$ cat src/hdl/cspd_pkg.sv
/*
  Constants and types for the skip, power-down and pointer control core.
  Assumes one 100 MHz clock and a decoder that hands over one operation per slot.
*/
package cspd_pkg;
  // ****************************************
  // Widths
  // ****************************************
  localparam int PC_W     = 14;   // Program counter
  localparam int PAGE_W   = 7;    // Page field
  localparam int ADDR_W   = 7;    // In-page address
  localparam int SP_W     = 3;    // Stack index
  localparam int STK_N    = 8;    // Return stack depth
  localparam int DP_W     = 10;   // RAM pointer
  localparam int Z_W      = 2;
  localparam int XY_W     = 4;
  localparam int A_W      = 4;
  localparam int D_W      = 3;
  localparam int E_W      = 8;
  localparam int TBL_W    = 10;   // Table word
  localparam int BUS_AW   = 4;
  localparam int BUS_DW   = 16;
  localparam int EV_W     = 3;    // Event bits

  // ****************************************
  // Cycle counts per slot
  // ****************************************
  localparam logic [1:0] CYC_ONE        = 2'h1;
  localparam logic [1:0] CYC_TABLE_CALL = 2'h3;
  localparam logic [1:0] CYC_RETURN     = 2'h2;

  // ****************************************
  // Register offsets
  // ****************************************
  localparam logic [BUS_AW-1:0] REG_CTRL   = 4'h0;
  localparam logic [BUS_AW-1:0] REG_STATUS = 4'h1;
  localparam logic [BUS_AW-1:0] REG_MASK   = 4'h2;
  localparam logic [BUS_AW-1:0] REG_PC     = 4'h3;
  localparam logic [BUS_AW-1:0] REG_CORE   = 4'h4;
  localparam logic [BUS_AW-1:0] REG_DP     = 4'h5;
  localparam logic [BUS_AW-1:0] REG_SP     = 4'h6;

  // ****************************************
  // Field positions and reset values
  // ****************************************
  localparam int CTRL_PORT9  = 0;  // Output port bit nine level
  localparam int CTRL_TSEL   = 1;  // Timer output pin select
  localparam int EV_EXT      = 0;  // External request flag was set
  localparam int EV_BACKUP   = 1;  // Back-up entered
  localparam int EV_WAKE     = 2;  // Back-up left
  localparam int CFG_WAVE    = 2;  // Active waveform select in config
  localparam int IEN_EXT     = 0;  // External enable in irq enable reg
  localparam logic [SP_W-1:0] SP_RST = 3'h7;

  // ****************************************
  // Types
  // ****************************************
  typedef enum logic [4:0] {
    OP_NOP, OP_LOAD_A, OP_LOAD_B, OP_LOAD_D, OP_LOAD_E, OP_LXY, OP_LZ, OP_INY,
    OP_BRANCH, OP_BRANCH_LONG, OP_CALL, OP_TABLE_CALL, OP_RETURN, OP_RETURN_SKIP,
    OP_SKIP_TEST, OP_EXT_SKIP, OP_IRQ_MASK, OP_IRQ_UNMASK, OP_PD_ARM, OP_PD_ENTER,
    OP_LOAD_IEN, OP_LOAD_XCFG
  } cspd_op_t;

  typedef enum logic [1:0] {ST_RUN, ST_EXTRA, ST_BACKUP} cspd_state_t;
endpackage

$ cat src/hdl/cspd_core.sv
/*
  Pipeline control of a small 4-bit core: skip nullify, power-down entry,
  program counter, return stack, data pointer and working registers.
  Assumes a same-clock decoder driving one operation per accepted slot, and
  asynchronous external interrupt and wakeup pins.
*/
// The implementer's own choices: the register offsets and the strobed register port.
`timescale 1ns/10ps
module cspd_core (
  input  wire logic                          mclk,
  input  wire logic                          rst,
  input  wire logic                          ins_valid,
  input  wire cspd_pkg::cspd_op_t            ins_op,
  input  wire logic [cspd_pkg::PC_W-1:0]     ins_imm,
  input  wire logic                          skip_cond,
  input  wire logic [cspd_pkg::TBL_W-1:0]    tbl_data,
  input  wire logic                          ext_irq_pin,
  input  wire logic                          wake_pin,
  input  wire logic                          timer_wave,
  input  wire logic [cspd_pkg::BUS_AW-1:0]   bus_addr,
  input  wire logic [cspd_pkg::BUS_DW-1:0]   bus_wdata,
  input  wire logic                          bus_wr,
  input  wire logic                          bus_rd,
  output logic [cspd_pkg::BUS_DW-1:0]        bus_rdata,
  output logic                               ins_ready,
  output logic [cspd_pkg::PC_W-1:0]          fetch_pc,
  output logic                               nullified,
  output logic                               ram_backup,
  output logic [cspd_pkg::DP_W-1:0]          ram_pointer,
  output logic                               ext_irq_take,
  output logic                               irq,
  output logic                               timer_out_pin,
  output logic                               output_port_bit_nine
);
  // ****************************************
  // Helpers
  // ****************************************
  // Slot length of an operation when it really executes
  function automatic logic [1:0] cycles_of(input cspd_pkg::cspd_op_t op);
    unique case (op)
      cspd_pkg::OP_TABLE_CALL:  cycles_of = cspd_pkg::CYC_TABLE_CALL;
      cspd_pkg::OP_RETURN:      cycles_of = cspd_pkg::CYC_RETURN;
      cspd_pkg::OP_RETURN_SKIP: cycles_of = cspd_pkg::CYC_RETURN;
      default:                  cycles_of = cspd_pkg::CYC_ONE;
    endcase
  endfunction

  // ****************************************
  // Declarations
  // ****************************************
  cspd_pkg::cspd_state_t              state_q, state_d;   // Slot sequencer
  logic [1:0]                         cnt_q;              // Extra cycles left
  logic [cspd_pkg::PC_W-1:0]          pc_q;               // Program counter
  logic [cspd_pkg::PC_W-1:0]          pc_inc;             // Return address
  logic [cspd_pkg::PC_W-1:0]          stack_q [cspd_pkg::STK_N]; // Return stack
  logic [cspd_pkg::SP_W-1:0]          sp_q;               // Stack index
  logic [cspd_pkg::A_W-1:0]           a_q, b_q;           // Accumulator and B
  logic [cspd_pkg::D_W-1:0]           d_q;                // D register
  logic [cspd_pkg::E_W-1:0]           e_q;                // E register
  logic [cspd_pkg::XY_W-1:0]          x_q, y_q;           // Pointer halves
  logic [cspd_pkg::Z_W-1:0]           z_q;                // Pointer bank
  logic [3:0]                         ien_q, xcfg_q;      // Irq enable, ext config
  logic                               skip_q;             // Next slot nullified
  logic                               arm_q;              // Power-down armed
  logic                               inte_q;             // Interrupt enable flag
  logic                               ext_flag_q;         // External request flag
  logic                               ext_m1_q, ext_s_q;  // Pin synchroniser
  logic                               wk_m1_q, wk_s_q;    // Wakeup synchroniser
  logic                               eff_q;              // Last effective level
  logic                               eff_lvl, ext_set;
  logic [1:0]                         ctrl_q;             // Port bit nine, timer select
  logic [cspd_pkg::EV_W-1:0]          status_q, mask_q, ev;
  logic                               take, exec, last_x, enter;
  logic                               tbl_q;              // Extra cycles are a table call

  // Slot taken; it executes unless a skip nullifies it
  assign take    = ins_valid & (state_q == cspd_pkg::ST_RUN);
  assign exec    = take & ~skip_q;
  assign last_x  = (state_q == cspd_pkg::ST_EXTRA) & (cnt_q == 2'h1);
  assign pc_inc  = pc_q + 14'h0001;
  assign enter   = exec & (ins_op == cspd_pkg::OP_PD_ENTER) & arm_q;

  // ****************************************
  // Slot sequencer
  // ****************************************
  // Next state of the slot sequencer
  always_comb begin
    state_d = state_q;
    unique case (state_q)
      cspd_pkg::ST_RUN: begin
        if (enter) begin
          state_d = cspd_pkg::ST_BACKUP;
        end else if (exec && cycles_of(ins_op) != cspd_pkg::CYC_ONE) begin
          state_d = cspd_pkg::ST_EXTRA;
        end
      end
      cspd_pkg::ST_EXTRA: begin
        if (cnt_q == 2'h1) begin
          state_d = cspd_pkg::ST_RUN;
        end
      end
      cspd_pkg::ST_BACKUP: begin
        // Clock kept alive here; only wakeup leaves
        if (wk_s_q) begin
          state_d = cspd_pkg::ST_RUN;
        end
      end
      default: state_d = cspd_pkg::ST_RUN;
    endcase
  end

  // State, extra-cycle counter and ready
  always_ff @(posedge mclk) begin
    if (rst) begin
      state_q   <= cspd_pkg::ST_RUN;
      cnt_q     <= 2'h0;
      ins_ready <= 1'b1;
    end else begin
      state_q   <= state_d;
      ins_ready <= (state_d == cspd_pkg::ST_RUN);
      if (exec) begin
        cnt_q <= cycles_of(ins_op) - 2'h1;
      end else if (state_q == cspd_pkg::ST_EXTRA) begin
        cnt_q <= cnt_q - 2'h1;
      end
    end
  end

  // ****************************************
  // Skip and power-down flags
  // ****************************************
  // Skip set by tests and by return-skip, consumed by the next slot
  always_ff @(posedge mclk) begin
    if (rst) begin
      skip_q    <= 1'b0;
      nullified <= 1'b0;
    end else begin
      nullified <= take & skip_q;
      if (exec) begin
        skip_q <= ((ins_op == cspd_pkg::OP_SKIP_TEST) & skip_cond)
                | ((ins_op == cspd_pkg::OP_EXT_SKIP) & ext_flag_q)
                | (ins_op == cspd_pkg::OP_RETURN_SKIP);
      end else if (take) begin
        skip_q <= 1'b0;
      end
    end
  end

  // Arm lasts exactly one following slot
  always_ff @(posedge mclk) begin
    if (rst) begin
      arm_q      <= 1'b0;
      ram_backup <= 1'b0;
      inte_q     <= 1'b0;
    end else begin
      if (take) begin
        arm_q <= exec & (ins_op == cspd_pkg::OP_PD_ARM);
      end
      ram_backup <= (state_d == cspd_pkg::ST_BACKUP);
      if (exec && ins_op == cspd_pkg::OP_IRQ_MASK) begin
        inte_q <= 1'b0;
      end else if (exec && ins_op == cspd_pkg::OP_IRQ_UNMASK) begin
        inte_q <= 1'b1;
      end
    end
  end

  // ****************************************
  // Program counter and return stack
  // ****************************************
  // Program counter and stack index
  always_ff @(posedge mclk) begin
    if (rst) begin
      pc_q <= 14'h0000;
      sp_q <= cspd_pkg::SP_RST;
    end else if (exec) begin
      unique case (ins_op)
        cspd_pkg::OP_BRANCH:      pc_q <= {pc_q[13:7], ins_imm[6:0]};
        cspd_pkg::OP_BRANCH_LONG: pc_q <= ins_imm;
        cspd_pkg::OP_CALL: begin
          pc_q <= ins_imm;
          sp_q <= sp_q + 3'h1;
        end
        cspd_pkg::OP_TABLE_CALL: begin
          pc_q <= {ins_imm[13:7], d_q, a_q};
          sp_q <= sp_q + 3'h1;
        end
        cspd_pkg::OP_RETURN, cspd_pkg::OP_RETURN_SKIP: begin
          pc_q <= stack_q[sp_q];
          sp_q <= sp_q - 3'h1;
        end
        default: pc_q <= pc_inc;
      endcase
    end else if (take) begin
      pc_q <= pc_inc;
    end else if (last_x && tbl_q) begin
      pc_q <= stack_q[sp_q];
      sp_q <= sp_q - 3'h1;
    end
  end

  // Tracks whether the pending extra cycles belong to a table call
  always_ff @(posedge mclk) begin
    if (rst) begin
      tbl_q <= 1'b0;
    end else if (exec) begin
      tbl_q <= (ins_op == cspd_pkg::OP_TABLE_CALL);
    end else if (last_x) begin
      tbl_q <= 1'b0;
    end
  end

  // Stack storage; no reset, contents undefined until pushed
  always_ff @(posedge mclk) begin
    if (exec && (ins_op == cspd_pkg::OP_CALL || ins_op == cspd_pkg::OP_TABLE_CALL)) begin
      stack_q[sp_q + 3'h1] <= pc_inc;
    end
  end

  // Fetch address follows the counter
  always_ff @(posedge mclk) begin
    if (rst) begin
      fetch_pc <= 14'h0000;
    end else begin
      fetch_pc <= pc_q;
    end
  end

  // ****************************************
  // Working registers and data pointer
  // ****************************************
  // A, B, D, E loads
  always_ff @(posedge mclk) begin
    if (rst) begin
      a_q <= 4'h0;
      b_q <= 4'h0;
      d_q <= 3'h0;
      e_q <= 8'h00;
    end else if (exec) begin
      unique case (ins_op)
        cspd_pkg::OP_LOAD_A: a_q <= ins_imm[3:0];
        cspd_pkg::OP_LOAD_B: b_q <= ins_imm[3:0];
        cspd_pkg::OP_LOAD_D: d_q <= ins_imm[2:0];
        cspd_pkg::OP_LOAD_E: e_q <= ins_imm[7:0];
        default: ;
      endcase
    end else if (last_x && tbl_q) begin
      // Low eight bits of the table word land in B and A at the end of the call
      b_q <= tbl_data[7:4];
      a_q <= tbl_data[3:0];
    end
  end

  always_ff @(posedge mclk) begin
    if (rst) begin
      x_q <= 4'h0;
      y_q <= 4'h0;
      z_q <= 2'h0;
    end else if (exec) begin
      unique case (ins_op)
        cspd_pkg::OP_LXY: begin
          x_q <= ins_imm[7:4];
          y_q <= ins_imm[3:0];
        end
        cspd_pkg::OP_LZ:  z_q <= ins_imm[1:0];
        cspd_pkg::OP_INY: y_q <= y_q + 4'h1;
        default: ;
      endcase
    end
  end

  // Pointer drives the RAM address
  always_ff @(posedge mclk) begin
    if (rst) begin
      ram_pointer <= 10'h000;
    end else begin
      ram_pointer <= {z_q, x_q, y_q};
    end
  end

  // ****************************************
  // External interrupt
  // ****************************************
  // Two-stage synchronisers for the pins
  always_ff @(posedge mclk) begin
    if (rst) begin
      ext_m1_q <= 1'b0;
      ext_s_q  <= 1'b0;
      wk_m1_q  <= 1'b0;
      wk_s_q   <= 1'b0;
    end else begin
      ext_m1_q <= ext_irq_pin;
      ext_s_q  <= ext_m1_q;
      wk_m1_q  <= wake_pin;
      wk_s_q   <= wk_m1_q;
    end
  end

  // Select inverts the pin, so a select change can look like an edge
  assign eff_lvl = xcfg_q[cspd_pkg::CFG_WAVE] ? ext_s_q : ~ext_s_q;
  assign ext_set = eff_lvl & ~eff_q & ~ram_backup;

  // Config loads from A; flag set wins over its clear
  always_ff @(posedge mclk) begin
    if (rst) begin
      ien_q      <= 4'h0;
      xcfg_q     <= 4'h0;
      eff_q      <= 1'b1;
      ext_flag_q <= 1'b0;
    end else begin
      eff_q <= eff_lvl;
      if (exec && ins_op == cspd_pkg::OP_LOAD_IEN) begin
        ien_q <= a_q;
      end
      if (exec && ins_op == cspd_pkg::OP_LOAD_XCFG) begin
        xcfg_q <= a_q;
      end
      if (ext_set) begin
        ext_flag_q <= 1'b1;
      end else if (exec && ins_op == cspd_pkg::OP_EXT_SKIP) begin
        ext_flag_q <= 1'b0;
      end
    end
  end

  // Request offered to the core only when all enables agree
  always_ff @(posedge mclk) begin
    if (rst) begin
      ext_irq_take <= 1'b0;
    end else begin
      ext_irq_take <= ext_flag_q & ien_q[cspd_pkg::IEN_EXT] & inte_q;
    end
  end

  // ****************************************
  // Register port and events
  // ****************************************
  assign ev[cspd_pkg::EV_EXT]    = ext_set;
  assign ev[cspd_pkg::EV_BACKUP] = enter;
  assign ev[cspd_pkg::EV_WAKE]   = (state_q == cspd_pkg::ST_BACKUP) & wk_s_q;

  // Control, sticky status and mask; event beats write-one-clear
  always_ff @(posedge mclk) begin
    if (rst) begin
      ctrl_q   <= 2'h0;
      status_q <= 3'h0;
      mask_q   <= 3'h0;
    end else begin
      if (bus_wr && bus_addr == cspd_pkg::REG_CTRL) begin
        ctrl_q <= bus_wdata[1:0];
      end
      if (bus_wr && bus_addr == cspd_pkg::REG_MASK) begin
        mask_q <= bus_wdata[2:0];
      end
      if (bus_wr && bus_addr == cspd_pkg::REG_STATUS) begin
        status_q <= (status_q & ~bus_wdata[2:0]) | ev;
      end else begin
        status_q <= status_q | ev;
      end
    end
  end

  // Read data one cycle after the strobe; unmapped reads zero
  always_ff @(posedge mclk) begin
    if (rst) begin
      bus_rdata <= 16'h0000;
    end else if (bus_rd) begin
      unique case (bus_addr)
        cspd_pkg::REG_CTRL:   bus_rdata <= {14'h0000, ctrl_q};
        cspd_pkg::REG_STATUS: bus_rdata <= {13'h0000, status_q};
        cspd_pkg::REG_MASK:   bus_rdata <= {13'h0000, mask_q};
        cspd_pkg::REG_PC:     bus_rdata <= {2'h0, pc_q};
        cspd_pkg::REG_CORE:   bus_rdata <= {e_q, b_q, a_q};
        cspd_pkg::REG_DP:     bus_rdata <= {ext_s_q, ram_backup, ext_flag_q, d_q, z_q, x_q, y_q};
        cspd_pkg::REG_SP:     bus_rdata <= {skip_q, arm_q, inte_q, 10'h000, sp_q};
        default:              bus_rdata <= 16'h0000;
      endcase
    end else begin
      bus_rdata <= 16'h0000;
    end
  end

  // Interrupt and pin outputs
  always_ff @(posedge mclk) begin
    if (rst) begin
      irq                  <= 1'b0;
      timer_out_pin        <= 1'b0;
      output_port_bit_nine <= 1'b0;
    end else begin
      irq           <= |(status_q & mask_q);
      timer_out_pin <= ctrl_q[cspd_pkg::CTRL_TSEL] & timer_wave;
      // port bit independent of timer select
      output_port_bit_nine <= ctrl_q[cspd_pkg::CTRL_PORT9];
    end
  end
endmodule

$ cat config.mk
export PLATFORM = sky130hd
export DESIGN_NAME = cspd_core
export DESIGN_NICKNAME = d
export VERILOG_FILES = /design/src/hdl/cspd_pkg.sv /design/src/hdl/cspd_core.sv
export SDC_FILE = /design/constraint.sdc
export NUM_CORES = 1
export LEC_CHECK = 0
export BUFFER_PORTS_ARGS = -buffer_cell sky130_fd_sc_hd__clkbuf_2
export CAP_MARGIN = 20
export CORE_MARGIN = 3
export CORE_UTILIZATION = 41
export DETAILED_ROUTE_END_ITERATION = 6
export GPL_TIMING_DRIVEN = 0
export HOLD_SLACK_MARGIN = 0.02
export PLACE_DENSITY = 0.57
export SYNTH_ARGS = -nofsm -noshare
export SYNTH_HDL_FRONTEND = slang
export SYNTH_SLANG_ARGS = --single-unit
$ cat constraint.sdc
create_clock -name mclk -period 3.8 [get_ports mclk]
set_input_delay 0.76 -clock mclk [delete_from_list [all_inputs] [get_ports mclk]]
set_output_delay 0.76 -clock mclk [all_outputs]
set_load 0.01 [all_outputs]
==> results.md <==
- First-pass GRT wire length: about 39 mm
- Syn Area/Cell: 12.1 um2
- Max clock buf depth: 3
- NumNets Final: about 970
- Post-synth ARST share: 0
- Clock skew: 0.0125 ns
- Die Width: ~160 um
- Delay-heaviest family, CP: simple AND/OR/NAND/NOR gates
- Register area share after synthesis: 0.609
- Period utilization: 0.801
- EDFF count, synth: 112
- Global route overflow: 0
- N_diodes: 0
- Simple-Gate Fraction of Synth Area: 0.137
- CP Data Required Time: a little over 4 ns
- Slack of the critical path: 0.757 ns
- Clock Latency Late Sink: 0.53 ns
- Root buffer cell: clkbuf_16
- # fillers: roughly 2,000
- I/O pins: 105
- Hold Fails Final Rpt: 0
- Synth Register Bits: about 230
- Post-synth net total: roughly 850
- Power per cell area: just under 500 nW/um2
- Top_reg_cell synth: dfxtp_1
- Number of synthesis warnings: 0
- CP cell instances: buf_6 -> or4b_4 -> buf_6 -> nor3_2 -> nand3_1 -> nor3_2 -> buf_6
- Largest family of logic cells by synthesized area: simple AND/OR/NAND/NOR gates
- Drt pass-1 iters: 7
- Cell repeated most along the worst path: buf_6
- Initial antenna violation count: 0
- CTS tree: built
- Hold Slack: roughly 0.44 ns
- Hold_buf cts: 0
- DRT iter0 DRCs: roughly 740
- Hold Crit Class: register to register
- Die height: around 160 um
- Max Slew Vio Count: 0
- Remaining antenna violation count: 0
- Max-cap violation count: 0
- Drt drc: 1
- Final WL: roughly 26 mm
- Largest net degree at the start of global routing: 14
- Post-Syn Area: 9470 um2
- Crit. End Element: register
- Share of cells above drive strength 1: 0.193
- Fmax: roughly 330 MHz
- Post-DP HPWL: ~18 mm
- Synth Area in XOR/XNOR: 0.0166
- I/O Buffers: 88
- Outcome: complete, but fails checks
- Unique masters post-synth: slightly above 50
- Clock transition at the registers of the reported paths: about 0.060 ns
- Synth Area in Compound Gates: 0.100
- Setup crit start kind: register
- Failing checks: design-rule violations
- Wire per inst: 21.2 um
- Worst Path Buf+Inv: 3
- # clock sinks: approximately 230
- H-tree Lvls: 1
- CP max FO: 9
- Final std cells w/o fill: ~1,200
- GPL Wtd Cong: 0.849
- Post-route cell area: around 11,000 um2
- CTS-repair resized insts: 0
- Via count: ~6,700
- Num rows: 54
- Max incr delay on CP: 0.71 ns
- Area growth from synthesis to layout: 18.2%
- Setup bufs post-CTS: 0
- Worst Path Arrival: 3.27 ns
- CTS buffer count: 25
- Fin crit period: approximately 3.0 ns
- Post-place instance area: 10,400 um2
- Relative slew margins: 0.292
- Worst-Margin Slew: 1.05 ns
- Post-synthesis mux area share: 0.105
- Crit Path Category: register to register
- RSZ-0062 raised after global routing: no
- Placed Cells: ~1,200
- Number of global-route vias before repair: roughly 6,500
- Slowest stage cell on the critical path: nor3_2
- GRT Total Usage: 0.203
- # setup viols final: 0
- Leak pwr: 0.00425 uW
- Synth Instances: roughly 800
- Core footprint: roughly 22,000 um2
- Die area: about 25,000 um2
- Place WS: ~0.36 ns
- DR vias/cell: 5.54
- Initial core utilization: 0.426
- Peak supply drop: between 0.0003 and 0.0004 V
- Post-Synth Adder-Cell Area: 0.00660
[placed cells by master (no fill, tap or decap), types with 8 or more instances in the layout]
cell,n
a211oi_1,10
a21oi_1,45
a221oi_1,16
a222oi_1,17
and2_1,10
buf_6,10
clkbuf_1,50
clkbuf_16,25
clkbuf_2,88
dfxtp_1,120
edfxtp_1,112
inv_1,8
mux2_2,14
mux2i_1,52
mux4_2,14
nand2_1,35
nand3_1,27
nor2_1,74
nor2b_1,44
nor3_1,13
o21ai_0,18
xnor2_1,14
[cell type report]
cell class	instances	area [um2]	share of cell area
clock buffers	34	669	0.0598
repair buffers	99	564	0.0504
flip-flops and latches	232	5770	0.515
plain buffers	51	216	0.0193
well taps	280	350	0.0313
clock inverters	10	108	0.00961
multi-input cells	492	3490	0.312
inverters	8	30.0	0.00268
[sequential cells by signal, indices dropped and copies added, names as in the netlist, 2 cells and up, named ones only]
name / count
status_q: 3
b_q: 4
stack_q: 112
y_q: 4
x_q: 4
a_q: 4
pc_q: 14
state_q: 2
mask_q: 3
ctrl_q: 2
d_q: 3
bus_rdata: 16
ram_pointer: 10
z_q: 2
cnt_q: 2
sp_q: 3
fetch_pc: 14
e_q: 8
[final timing paths]
check,start,endpoint,slack (ns),depth (start not counted)
setup / recovery,state_q[1]$_SDFF_PP0_,stack_q[1][10]$_DFFE_PP_,0.76,7
setup reg to reg,state_q[1]$_SDFF_PP0_,stack_q[1][10]$_DFFE_PP_,0.76,7
hold / removal,ext_m1_q$_SDFF_PP0_,ext_s_q$_SDFF_PP0_,0.44,1
hold reg to reg,ext_m1_q$_SDFF_PP0_,ext_s_q$_SDFF_PP0_,0.44,1
[cell usage after synthesis (all sizes together), types with 2 or more instances]
| cell | n | share of area |
|---|---|---|
| nor3 | 18 | 0.010 |
| nand3b | 3 | 0.0024 |
| xor2 | 4 | 0.0037 |
| a22oi | 5 | 0.0040 |
| nand4 | 6 | 0.0040 |
| a221oi | 16 | 0.015 |
| a21o | 4 | 0.0032 |
| xnor2 | 14 | 0.013 |
| a211oi | 10 | 0.0079 |
| nand4b | 2 | 0.0018 |
| a31oi | 6 | 0.0040 |
| a21oi | 45 | 0.024 |
| o21ai | 20 | 0.013 |
| nor4b | 3 | 0.0028 |
| nand3 | 27 | 0.014 |
| nand2b | 6 | 0.0040 |
| dfxtp | 120 | 0.25 |
| buf | 9 | 0.0062 |
| edfxtp | 112 | 0.36 |
| ha | 5 | 0.0066 |
| and3 | 5 | 0.0033 |
| a222oi | 17 | 0.018 |
| inv | 8 | 0.0032 |
| a22o | 6 | 0.0055 |
| and2 | 10 | 0.0066 |
| nand2 | 35 | 0.014 |
| mux2i | 52 | 0.055 |
| or3 | 3 | 0.0020 |
| nor3b | 6 | 0.0048 |
| clkbuf | 42 | 0.017 |
| mux4 | 14 | 0.033 |
| mux2 | 14 | 0.017 |
| and4 | 2 | 0.0018 |
| nor2 | 78 | 0.031 |
| nor2b | 44 | 0.029 |
[metrics by stage]
stage          power [uW]  utilization  TNS, ns
2_1_floorplan        3070            -        0
3_3_place_gp         3250        0.462   -46.29
3_5_place_dp         3260        0.468        0
4_1_cts              5590        0.503        0
5_1_grt              5730        0.504        0
6_report             5550        0.504        0
[power breakdown]
group / internal (uW) / switching [uW] / leakage [uW]
Combinational: 178 / 304 / 0.00187
Sequential: 2680 / 43.0 / 0.00199
Clock: 1370 / 975 / 0.000377
Total: 4230 / 1320 / 0.00425
[metal layers]
layer,vias up,part of all wire,GRT usage
li1,3158,-,-
met3,44,0.065,0.0238
met2,241,0.44,0.311
met4,0,0.021,0.0475
met1,3240,0.47,0.310
met5,-,0,0
[cells by family (layout without fill, tap and decap cells)]
kind of cell / count (synthesis) / after routing
adder cells (fa/ha/maj): 5 / 5
AND/OR/NAND/NOR: 253 / 253
AO/OA/AOI/OAI: 136 / 136
multiplexers: 80 / 80
XOR/XNOR: 18 / 18
buffers and inverters: 59 / 202
flip-flops: 232 / 232
No activity file was read; power rests on OpenSTA's default activity.
